[config.mk]
export PLATFORM = sky130hd
export DESIGN_NAME = frt_tick_timer
export DESIGN_NICKNAME = d
export VERILOG_FILES = /design/src/rtl/frt_tick_edge.v /design/src/rtl/frt_tick_timer.v
export VERILOG_INCLUDE_DIRS = /design/src /design/src/rtl
export SDC_FILE = /design/constraint.sdc
export NUM_CORES = 1
export LEC_CHECK = 0
export ABC_AREA = 1
export BUFFER_PORTS_ARGS = -buffer_cell sky130_fd_sc_hd__buf_2
export CAP_MARGIN = 20
export CORE_ASPECT_RATIO = 0.7
export CORE_MARGIN = 2
export CORE_UTILIZATION = 45
export DETAILED_ROUTE_END_ITERATION = 12
export GPL_ROUTABILITY_DRIVEN = 1
export HOLD_SLACK_MARGIN = 0.06
export PLACE_DENSITY = 0.66
export SETUP_SLACK_MARGIN = 0.02
export SKIP_LAST_GASP = 1
export SLEW_MARGIN = 20
export SYNTH_ARGS = -nofsm -noshare
export SYNTH_HDL_FRONTEND = slang
export SYNTH_HIERARCHICAL = 1
export SYNTH_SLANG_ARGS = --single-unit
[constraint.sdc]
create_clock -name ref_clk -period 3.5 [get_ports ref_clk]
set_input_delay 0 -clock ref_clk [delete_from_list [all_inputs] [get_ports ref_clk]]
set_output_delay 0 -clock ref_clk [all_outputs]
set_load 0.02 [all_outputs]
[src/rtl/frt_timer_defs.vh]
// Register map, field positions, reset values and timing figures of the tick timer
`ifndef FRT_TIMER_DEFS_VH
`define FRT_TIMER_DEFS_VH

// I/O memory addresses of the nibble registers
`define FRT_ADDR_FLAGS        8'hC6
`define FRT_ADDR_ENABLES      8'hCC
`define FRT_ADDR_CLEAR_CTRL   8'hE2
`define FRT_ADDR_CNT_LOW      8'hE3
`define FRT_ADDR_CNT_HIGH     8'hE4

// Bit positions inside the flag and enable nibbles
`define FRT_BIT_32HZ          0
`define FRT_BIT_8HZ           1
`define FRT_BIT_2HZ           2
`define FRT_BIT_1HZ           3

// Counter bit that carries each tap frequency
`define FRT_CNT_BIT_32HZ      2
`define FRT_CNT_BIT_8HZ       4
`define FRT_CNT_BIT_2HZ       6
`define FRT_CNT_BIT_1HZ       7

// Clear bit of the control nibble
`define FRT_BIT_CLEAR         0

// Reset values
`define FRT_RST_FLAGS         4'h0
`define FRT_RST_ENABLES       4'h0
`define FRT_RST_COUNT         8'h00
`define FRT_RST_NIBBLE        4'h0

// Carry hold window: least figure, clock period, both in ns
`define FRT_HOLD_TIME_NS      480000
`define FRT_CLK_PERIOD_NS     40
`define FRT_HOLD_CYCLES       ((`FRT_HOLD_TIME_NS + `FRT_CLK_PERIOD_NS - 1) / `FRT_CLK_PERIOD_NS)

`endif

[src/rtl/frt_tick_edge.v]
// Two-flop synchroniser and rising-edge pulse for the 256 Hz tick pin
module frt_tick_edge (
    input  wire ref_clk,
    input  wire rst_sync_n,
    input  wire tick_in,
    output reg  tick_pulse
);

    reg sync_a_reg;
    reg sync_b_reg;
    reg sync_c_reg;

    // Stage a feeds only stage b; edge logic looks at b and c
    always @(posedge ref_clk or negedge rst_sync_n) begin
        if (!rst_sync_n) begin
            sync_a_reg <= 1'b0;
            sync_b_reg <= 1'b0;
            sync_c_reg <= 1'b0;
            tick_pulse <= 1'b0;
        end else begin
            sync_a_reg <= tick_in;
            sync_b_reg <= sync_a_reg;
            sync_c_reg <= sync_b_reg;
            tick_pulse <= sync_b_reg & ~sync_c_reg;
        end
    end

endmodule

[src/rtl/frt_tick_timer.v]
// Free-running 256 Hz tick counter with tap flags, enables and carry hold
`include "frt_timer_defs.vh"

// Overview of operation
// - Each 32, 8, 2 and 1 Hz tap sets its flag on its falling edge.
// - Flags set regardless of enable; enables gate only the request.
// - One enable bit per tap, one enables, reads back as written.
// - Flag nibble: 1 Hz bit 3, 2 Hz bit 2, 8 Hz bit 1, 32 Hz bit 0.
// - Enable nibble uses the same bit order as the flag nibble.
// - Reading the flag nibble returns flags then clears all four.
// - Flag writes are ignored; flags are zero after initial reset.
// - All enable bits are zero, masked, after initial reset.
// - Writing one to clear bit zeroes counter, counting resumes; zero does nothing.
// - The same clear write pulses the watchdog clear strobe.
// - Clear bit and three upper control bits always read zero.
// - Counter readable as two nibbles, writes ignored, zero after reset.
// - Low nibble holds 128..16 Hz bits, high nibble 8..1 Hz bits.
// - Eight-bit binary up-counter stepped by the 256 Hz tick.
// - Low read holds carries into high nibble until high read or timeout.
module frt_tick_timer #(
    parameter HOLD_CYCLES = `FRT_HOLD_CYCLES
) (
    input  wire       ref_clk,
    input  wire       rst_n,
    input  wire       tick_256hz,
    input  wire [7:0] io_addr,
    input  wire [3:0] io_wdata,
    input  wire       io_wr,
    input  wire       io_rd,
    output reg  [3:0] io_rdata,
    output reg        irq_out,
    output reg        counter_clear_strobe
);

    // Window counter width; the part-select keeps the last count at that width
    localparam HOLD_W = 24;
    localparam [HOLD_W-1:0] HOLD_LAST = HOLD_CYCLES[HOLD_W-1:0] - {{(HOLD_W-1){1'b0}}, 1'b1};

    reg              rst_meta_reg;
    reg              rst_sync_n;
    wire             tick_pulse;
    reg  [3:0]       counter_low_bits;
    reg  [3:0]       counter_high_bits;
    reg  [3:0]       flags_reg;
    reg  [3:0]       enables_reg;
    reg  [3:0]       taps_prev_reg;
    reg              hold_reg;
    reg              carry_pend_reg;
    reg  [HOLD_W-1:0] hold_cnt_reg;
    reg  [3:0]       low_next;
    reg  [3:0]       high_next;
    reg              hold_next;
    reg              pend_next;
    reg  [3:0]       rdata_next;
    reg              do_carry;
    wire [3:0]       taps_now;
    wire [3:0]       tap_fall;
    wire [3:0]       flags_next;
    wire             hit_flags;
    wire             hit_enables;
    wire             hit_ctrl;
    wire             hit_low;
    wire             hit_high;
    wire             clear_cmd;
    wire             hold_timeout;

    // Pick the four tap bits out of a counter value, in flag nibble order
    function [3:0] frt_taps;
        input [7:0] cnt;
        begin
            frt_taps = 4'h0;
            frt_taps[`FRT_BIT_32HZ] = cnt[`FRT_CNT_BIT_32HZ];
            frt_taps[`FRT_BIT_8HZ]  = cnt[`FRT_CNT_BIT_8HZ];
            frt_taps[`FRT_BIT_2HZ]  = cnt[`FRT_CNT_BIT_2HZ];
            frt_taps[`FRT_BIT_1HZ]  = cnt[`FRT_CNT_BIT_1HZ];
        end
    endfunction

    // Reset release through two flops so all logic leaves reset together
    always @(posedge ref_clk or negedge rst_n) begin
        if (!rst_n) begin
            rst_meta_reg <= 1'b0;
            rst_sync_n   <= 1'b0;
        end else begin
            rst_meta_reg <= 1'b1;
            rst_sync_n   <= rst_meta_reg;
        end
    end

    frt_tick_edge u_tick_edge (
        .ref_clk    (ref_clk),
        .rst_sync_n (rst_sync_n),
        .tick_in    (tick_256hz),
        .tick_pulse (tick_pulse)
    );

    // Address decode of the CPU nibble bus
    assign hit_flags   = (io_addr == `FRT_ADDR_FLAGS);
    assign hit_enables = (io_addr == `FRT_ADDR_ENABLES);
    assign hit_ctrl    = (io_addr == `FRT_ADDR_CLEAR_CTRL);
    assign hit_low     = (io_addr == `FRT_ADDR_CNT_LOW);
    assign hit_high    = (io_addr == `FRT_ADDR_CNT_HIGH);
    assign clear_cmd   = io_wr & hit_ctrl & io_wdata[`FRT_BIT_CLEAR];
    assign hold_timeout = hold_reg && (hold_cnt_reg == HOLD_LAST);

    // counter stepping, with the carry into the high nibble held
    always @* begin
        low_next  = counter_low_bits;
        high_next = counter_high_bits;
        hold_next = hold_reg;
        pend_next = carry_pend_reg;
        do_carry  = 1'b0;
        if (tick_pulse) begin
            low_next = counter_low_bits + 4'h1;
            do_carry = (counter_low_bits == 4'hF);
        end
        // hold window opens on a low read, closes on high read or timeout
        if (io_rd && hit_low) begin
            hold_next = 1'b1;
        end else if ((io_rd && hit_high) || hold_timeout) begin
            hold_next = 1'b0;
        end
        if (hold_next) begin
            // Only one carry can arrive per window: low wraps every 62.5 ms
            pend_next = carry_pend_reg | do_carry;
        end else begin
            high_next = counter_high_bits
                      + {3'b000, (carry_pend_reg | do_carry)};
            pend_next = 1'b0;
        end
        // clear zeroes all bits and any pending hold
        if (clear_cmd) begin
            low_next  = `FRT_RST_NIBBLE;
            high_next = `FRT_RST_NIBBLE;
            hold_next = 1'b0;
            pend_next = 1'b0;
        end
    end

    // counter and hold state, zero after reset, writes never load them
    always @(posedge ref_clk or negedge rst_sync_n) begin
        if (!rst_sync_n) begin
            counter_low_bits  <= `FRT_RST_NIBBLE;
            counter_high_bits <= `FRT_RST_NIBBLE;
            hold_reg          <= 1'b0;
            carry_pend_reg    <= 1'b0;
            hold_cnt_reg      <= {HOLD_W{1'b0}};
        end else begin
            counter_low_bits  <= low_next;
            counter_high_bits <= high_next;
            hold_reg          <= hold_next;
            carry_pend_reg    <= pend_next;
            // Window counter restarts on every low read
            if (!hold_next || (io_rd && hit_low)) begin
                hold_cnt_reg <= {HOLD_W{1'b0}};
            end else begin
                hold_cnt_reg <= hold_cnt_reg + {{(HOLD_W-1){1'b0}}, 1'b1};
            end
        end
    end

    // falling edge of each tap on the visible count
    assign taps_now = frt_taps({counter_high_bits, counter_low_bits});
    assign tap_fall = taps_prev_reg & ~taps_now;
    // read clears, but a fall in the same cycle still sets its flag
    assign flags_next = (flags_reg & ~{4{io_rd & hit_flags}}) | tap_fall;

    // flags set without regard to enables
    // flags take no writes and clear on reset
    always @(posedge ref_clk or negedge rst_sync_n) begin
        if (!rst_sync_n) begin
            taps_prev_reg <= 4'h0;
            flags_reg     <= `FRT_RST_FLAGS;
            enables_reg   <= `FRT_RST_ENABLES;
        end else begin
            taps_prev_reg <= taps_now;
            flags_reg     <= flags_next;
            if (io_wr && hit_enables) begin
                enables_reg <= io_wdata;
            end
        end
    end

    // Read data mux; unmapped addresses answer zero
    always @* begin
        rdata_next = 4'h0;
        case (1'b1)
            hit_flags:   rdata_next = flags_reg;
            // enable nibble in the same order
            hit_enables: rdata_next = enables_reg;
            hit_ctrl:    rdata_next = 4'h0;
            hit_low:     rdata_next = counter_low_bits;
            hit_high:    rdata_next = counter_high_bits;
            default:     rdata_next = 4'h0;
        endcase
    end

    // Registered outputs: read data holds until the next read
    always @(posedge ref_clk or negedge rst_sync_n) begin
        if (!rst_sync_n) begin
            io_rdata             <= 4'h0;
            irq_out              <= 1'b0;
            counter_clear_strobe <= 1'b0;
        end else begin
            if (io_rd) begin
                io_rdata <= rdata_next;
            end
            // request from flagged and enabled taps
            irq_out <= |(flags_next & enables_reg);
            // watchdog clear pulse on the same write
            counter_clear_strobe <= clear_cmd;
        end
    end

endmodule

==> results of run 1 <==
==> critical path, delay by kind of cell (launching register included) <==
family | cells | cell delay [ns]
adder cells (fa/ha/maj) | 3 | 0.61
flip-flops | 1 | 0.42
AND/OR/NAND/NOR | 3 | 0.21
AO/OA/AOI/OAI | 1 | 0.18
XOR/XNOR | 1 | 0.14
buffers and inverters | 2 | 0.13
==> metrics by stage <==
step	std cells	utilization	instance area [um2]
after floorplan	372	-	3050
after global placement	487	0.490	3260
after detailed placement	487	0.490	3260
after CTS	513	0.540	3600
after global routing	513	0.540	3600
final	513	0.540	3600
==> power groups by stage <==
stage / clock [W] / combinational, W / sequential, W
after detailed placement: 0 / 0.000150 / 0.000783
after global placement: 0 / 0.000144 / 0.000780
after global routing: 0.000759 / 0.000182 / 0.000780
after CTS: 0.000746 / 0.000159 / 0.000771
final: 0.000723 / 0.000157 / 0.000770
after floorplan: 0 / 0.000109 / 0.000771
==> cell type report <==
type	count	area, um2	share of cell area
multi-input combinational	260	1380	0.383
tap	94	118	0.0327
clock inverter	4	72.6	0.0202
inverter	52	195	0.0542
timing repair buffer	33	218	0.0605
clock buffer	12	165	0.0459
sequential	58	1450	0.403
==> layer usage <==
layer	wire length, um	track usage
met5	0	0
met4	100	0.0756
met3	283	0.0546
met2	2290	0.236
met1	3130	0.276
==> cell families (layout without fill, tap and decap cells) <==
family                     count (synthesis)  count (layout)  share of synthesized area
AOI/OAI and AO/OA                         19              19                     0.0320
other                                      1               1                    0.00123
adders and majority gates                  4               4                     0.0164
and+or+nand+nor                          213             213                      0.337
buffers and inverters                     54             101                     0.0714
DFF                                       58              58                      0.476
xor gates and xnor gates                  23              23                     0.0661
==> path summary, 6_finish.rpt <==
kind	from	endpoint	slack [ns]	cells after the start
min reg2reg	rst_meta_reg$_DFF_PN0_	rst_sync_n$_DFF_PN0_	0.35	0
max reg2reg	counter_low_bits[0]$_DFFE_PN0P_	counter_high_bits[2]$_DFFE_PN0P_	1.71	10
min	io_addr[3]	counter_high_bits[3]$_DFFE_PN0P_	0.13	5
max	counter_low_bits[0]$_DFFE_PN0P_	counter_high_bits[2]$_DFFE_PN0P_	1.71	10
min in group asynchronous	rst_sync_n$_DFF_PN0_	hold_cnt_reg[1]$_DFF_PN0_	0.38	0
max in group asynchronous	rst_sync_n$_DFF_PN0_	enables_reg[0]$_DFFE_PN0P_	2.38	1
==> cell usage in the layout (no fill, tap or decap), drive strengths merged <==
master | synthesis | final
nand3 | 18 | 18
conb | 1 | 1
bufinv | 0 | 2
o21bai | 1 | 1
ha | 4 | 4
nor4 | 1 | 1
nand3b | 1 | 1
nand2 | 103 | 103
xnor2 | 6 | 6
dlygate4sd3 | 0 | 10
inv | 52 | 52
dfrtp | 58 | 58
clkinvlp | 0 | 1
nor3 | 8 | 8
buf | 2 | 23
clkbuf | 0 | 12
nand4 | 10 | 10
xor2 | 17 | 17
a21oi | 3 | 3
nor2 | 71 | 71
clkinv | 0 | 1
o21ai | 15 | 15
or2 | 1 | 1
==> timing repair <==
action,4_1_cts,5_1_grt
hold buffers,10,0
resized for setup,0,0
hold endpoints to repair,12,0
==> flow_metrics.py, run 1 <==
metrics = {
    "status": {
        "run_status": "completed",
    },
    "pwr": {
        "power.density_nw_per_um2": 458,
        "clockPowerShare": 0.438,
        "p_leak_nw": 1.67,
        "combPwrFrac": 0.095,
        "sequentialPowerShare": 0.467,
        "p_int_w": 0.00124,
        "peakVddDrop_v": 0.000283,
        "netSwitchingPower_w": 0.000409,
        "power_w": 0.00165,
        "swShare": 0.248,
    },
    "synth": {
        "ys_warn_count": 6,
        "synth_area_um2": 3050,
        "synth_top_area_share": 0.476,
        "synth_area_leaders": "dfrtp_1 48%, nand2_1 12%, inv_1 6.0%",
        "ys_ff_latch": 58,
        "ys.flop_type": "dfrtp_1",
        "ys_seq_area_frac": 0.476,
        "synth-edff-count": 0,
        "synthesis.nets": 393,
        "yosys-top-cells-count": "99 x nand2_1, 58 x dfrtp_1, 49 x inv_1",
        "yosysMostFrequentCell": "nand2_1",
        "async_flop_share": 1.00,
        "synth_top_area_cell": "dfrtp_1",
        "postSynthCellCount": 372,
        "yosysUniqueCellTypes": 29,
        "syn_area_per_cell_um2": 8.20,
    },
    "floorplan": {
        "io-pin-count": 23,
        "start_util": 0.458,
        "die_x_um": 102,
        "placementRows": 25,
        "die_y_um": 72.9,
        "core_area_um2": 6660,
        "die_area_um2": 7460,
    },
    "clock_network": {
        "cts_setup_buffers": 0,
        "cts_sinks": 58,
        "clockBufferDepth": 2,
        "clock-root-buffer": "clkbuf_8",
        "clkTransAtPathRegs_ns": 0.06,
        "clk_latency_ns": 0.34,
        "htreeDepth": 3,
        "cts_buffers": 9,
        "cts_tree": "done",
    },
    "place": {
        "dpl.hpwl_um": 4320,
        "portBuffers": 22,
        "place.gp.congestion": 0.941,
        "dp_slack_ns": 1.72,
    },
    "layout": {
        "largest_reg_flops": 24,
        "n_fill_cell": 627,
        "area_growth_pct": 18.1,
        "drive_above_1_share": 0.196,
        "finalNetCount": 435,
        "diodes": 0,
    },
    "route": {
        "dr.pass1.iters": 5,
        "vias": 2375,
        "via_per_inst": 4.63,
        "ant_nets": 0,
        "avgRoutedWirePerCell_um": 11.3,
        "wirelength_um": 5800,
        "drt_iter0_markers": 109,
        "post-route-drc-count": 0,
    },
    "timing": {
        "slew_viol_final": 0,
        "finalCriticalPeriod_ns": 1.79,
        "layout_setup_ws_ns": 1.71,
        "max_slew_margin": 0.426,
        "fin_crit_sh": 0.510,
        "worstMarginPinSlew_ns": 0.860,
        "setup_viol": 0,
        "whs_ns": 0.129,
        "clock.fmax_mhz": 560,
        "skew_ns": 0.00903,
        "rsz0062_at_grt": "no",
        "final-hold-violation-count": 0,
        "timing.setup.tns_ns": 0,
    },
    "global_routing": {
        "grt_pass1_vias": 2185,
        "antenna_found_initial": 0,
        "grt_max_degree": 42,
        "track_usage": 0.181,
        "grt-ovfl-total": 0,
        "grt_first_pass_wirelength_um": 10100,
    },
    "critical_path": {
        "cp-start-kind": "register",
        "path_cells": "ha_1 > inv_1 > nor3_1 > a21oi_1 > inv_1 > ha_1 > ha_1 > xor2_1 > nand4_1 > nand2_1",
        "slowest_delay_ns": 0.42,
        "end_kind": "register",
        "path_common_cell": "ha_1",
        "cp.arrival_ns": 2.02,
        "slowest_stage": "dfrtp_1",
        "cp_data_required_time_ns": 3.74,
        "crit_type": "reg -> reg",
        "cp_max_fo": 4,
    },
    "run": {
        "drv_cap": 0,
    },
    "min_path": {
        "hp-class": "in -> reg",
    },
}
(Power assumes the default switching activity.)
==> inputs of run 2 (changes only) <==
Settings changed: ABC_AREA 1 to 0.
Clock period 3.5 ns to 1.8 ns, I/O delays scaled along.
==> run 2 against run 1 <==
  * The run now ends with negative setup slack left
  * Sequential share of layout area rose by 0.39 points
  * Routed wire length rose by 2.4%
  * Cell count fell by 20%
  * Non-clock buffer count rose by 35
  * Largest power group unchanged
  * Via count fell by 9.2%
  * Clock-buffer cell count fell by 3
  * Area after synthesis fell by 12%
  * Clock power rose by 48%
  * Die area fell by 12%
  * Synthesized cell count fell by 31%
  * Fmax fell by 7.9%
  * Total power rose by 110%
==> flow_metrics.py, run 2 <==
metrics = {
    "critical_path": {
        "cp_max_fo": 3,
        "r2r_slack_ns": -0.14,
        "ff2ff_path_depth": 6,
        "cp-start-kind": "register",
        "cp.arrival_ns": 2.21,
        "crit_type": "reg -> reg",
        "r2r-start": "hold_cnt_reg[19]$_DFF_PN0_",
        "cp_data_required_time_ns": 2.07,
        "end_kind": "register",
        "r2r-end": "counter_high_bits[3]$_DFFE_PN0P_",
    },
    "layout": {
        "n_fill_cell": 473,
        "finalNetCount": 351,
        "largest_reg_flops": 24,
        "diodes": 0,
        "fin_util": 0.623,
        "drive_above_1_share": 0.299,
        "final_common_cell": "dfrtp_1",
        "area_growth_pct": 33.5,
        "stdcell_count": 410,
        "final_cell_mix": "56 x dfrtp_1, 35 x nor2_1, 29 x buf_4",
    },
    "route": {
        "ant_nets": 0,
        "wirelength_um": 5940,
        "dr.pass1.iters": 4,
        "avgRoutedWirePerCell_um": 14.5,
        "drt_iter0_markers": 115,
        "post-route-drc-count": 0,
        "vias": 2157,
        "via_per_inst": 5.26,
    },
    "clock_network": {
        "clkTransAtPathRegs_ns": 0.07,
        "clockBufferDepth": 2,
        "clk_latency_ns": 0.35,
        "htreeDepth": 3,
        "cts_tree": "done",
        "clock-root-buffer": "clkbuf_8",
        "cts_buffers": 9,
        "cts_sinks": 58,
    },
    "min_path": {
        "hp-class": "in -> reg",
        "worstHoldStart": "io_wr",
        "holdPathEnd": "enables_reg[1]$_DFFE_PN0P_",
        "whs_path_depth": 3,
    },
    "global_routing": {
        "grt_pass1_vias": 2071,
        "antenna_found_initial": 0,
        "track_usage": 0.201,
        "grt-ovfl-total": 0,
        "grt_max_degree": 46,
        "grt_first_pass_wirelength_um": 9690,
    },
    "timing": {
        "final-hold-violation-count": 0,
        "fin_crit_sh": 1.08,
        "clock.fmax_mhz": 516,
        "layout_setup_ws_ns": -0.140,
        "rsz0062_at_grt": "yes",
        "setup_viol": 30,
        "skew_ns": 0.0100,
        "slew_viol_final": 0,
        "finalCriticalPeriod_ns": 1.94,
    },
    "synth": {
        "synth_top_area_share": 0.543,
        "synthesis.nets": 278,
        "ys_seq_area_frac": 0.543,
        "synth-edff-count": 0,
        "postSynthCellCount": 257,
        "ys.flop_type": "dfrtp_1",
        "synth_top_area_cell": "dfrtp_1",
        "synth_area_leaders": "dfrtp_1 54%, nor2_1 5.3%, xor2_1 5.2%",
        "async_flop_share": 1.00,
        "yosysMostFrequentCell": "dfrtp_1",
        "synth_area_um2": 2670,
        "yosys-top-cells-count": "58 x dfrtp_1, 38 x nor2_1, 19 x nand2_1",
        "ys_warn_count": 6,
        "yosysUniqueCellTypes": 45,
        "ys_ff_latch": 58,
        "syn_area_per_cell_um2": 10.4,
    },
    "place": {
        "portBuffers": 22,
        "dpl.hpwl_um": 4030,
        "place.gp.congestion": 0.887,
        "place_inst": 377,
    },
    "pwr": {
        "combPwrFrac": 0.210,
        "peakVddDrop_v": 0.000708,
        "p_int_w": 0.00243,
        "netSwitchingPower_w": 0.00110,
        "clockPowerShare": 0.304,
        "swShare": 0.312,
        "p_leak_nw": 1.66,
        "power.density_nw_per_um2": 988,
        "sequentialPowerShare": 0.485,
    },
    "status": {
        "run_status": "finished, violations left",
        "violations": "negative setup slack",
    },
    "floorplan": {
        "die_y_um": 68.5,
        "die_area_um2": 6580,
        "core_area_um2": 5730,
        "io-pin-count": 23,
        "start_util": 0.467,
        "placementRows": 23,
        "die_x_um": 96.1,
    },
    "run": {
        "drv_cap": 0,
    },
}
run 2: cell types whose count changed in the layout (fill, tap and decap cells not counted), moves of 5 or more:
cell      delta
nand2_1     -80
inv_1       -43
buf_4       +28
nor2_2      -23
o21ai_0     -10
nand3_1      -9
nor2_1       -9
and3_1       +7
a31oi_1      +5
nand2b_1     +5
nor2b_1      +5
nor3_1       -5
nor4_1       +5
run 2: power by group through the flow:
stage / Combinational, W / Clock (W) / Sequential, W
floorplan: 0.000362 / 0 / 0.00175
global placement: 0.000672 / 0 / 0.00173
detailed placement: 0.000695 / 0 / 0.00173
CTS: 0.000720 / 0.00111 / 0.00171
global route: 0.000839 / 0.00117 / 0.00174
finish: 0.000741 / 0.00107 / 0.00171
run 2: final cells by class:
cell class,instances,area [um2],area share
clock inverter,7,55.1,0.0154
inverter,6,22.5,0.00631
sequential,58,1450,0.407
clock buffer,9,124,0.0347
multi-input combinational,187,1240,0.349
tap,75,93.8,0.0263
timing repair buffer,68,576,0.161
run 2: per-stage QoR:
stage | power, W | cell area (um2) | setup TNS, ns | hold WS, ns | setup slack, ns
2_1_floorplan | 0.00211 | 2690 | -0.467 | -0.296 | -0.167
3_3_place_gp | 0.00240 | 3100 | -2.17 | -0.215 | -0.151
3_5_place_dp | 0.00243 | 3100 | -3.29 | -0.214 | -0.213
4_1_cts | 0.00354 | 3480 | -3.00 | 0.0998 | -0.156
5_1_grt | 0.00375 | 3570 | -4.86 | 0.126 | -0.242
6_report | 0.00353 | 3570 | -2.94 | 0.107 | -0.140
run 2: per-layer routing:
metal  part of all wire  GRT usage
met3              0.050     0.0739
met4              0.012     0.0643
met5                  0          0
met2               0.43      0.282
met1               0.51      0.288
run 2: repair_timing:
action | 4_1_cts | 5_1_grt
endpoints found under the setup margin | 30 | 31
buffers inserted | 2 | 2
pin swaps | 8 | 6
cloned | 2 | 1
hold buffers | 10 | 0
hold endpoints to repair | 11 | 0
gates resized for setup | 7 | 16
run 2: worst max path at each step:
stage / depth (start not counted) / slack (ns) / startpoint / end
detailed placement: 7 / -0.21 / hold_cnt_reg[18]$_DFF_PN0_ / counter_high_bits[2]$_DFFE_PN0P_
CTS: 7 / -0.16 / hold_cnt_reg[16]$_DFF_PN0_ / counter_high_bits[1]$_DFFE_PN0P_
global placement: 7 / -0.15 / hold_cnt_reg[18]$_DFF_PN0_ / counter_high_bits[2]$_DFFE_PN0P_
finish: 6 / -0.14 / hold_cnt_reg[19]$_DFF_PN0_ / counter_high_bits[3]$_DFFE_PN0P_
floorplan: 6 / -0.17 / hold_cnt_reg[18]$_DFF_PN0_ / counter_high_bits[3]$_DFFE_PN0P_
global route: 6 / -0.24 / hold_cnt_reg[19]$_DFF_PN0_ / counter_high_bits[3]$_DFFE_PN0P_
run 2: cell families (layout without fill, tap and decap cells):
family / Yosys count / in the layout / synth area share
AND/OR/NAND/NOR: 112 / 112 / 0.216
XOR/XNOR: 25 / 25 / 0.0819
adder cells (fa/ha/maj): 4 / 4 / 0.0187
AO/OA/AOI/OAI: 40 / 40 / 0.102
flip-flops: 58 / 58 / 0.543
buffers and inverters: 12 / 90 / 0.0168
multiplexers: 5 / 5 / 0.0206
other: 1 / 1 / 0.00140
run 2: critical path, cell delays in order, from the launching register on:
cell       delay [ns]
dfrtp_1          0.38
or4_1            0.52
nor3_2           0.14
a41o_2           0.23
o2111ai_2        0.11
or3_1            0.36
a21oi_1          0.12
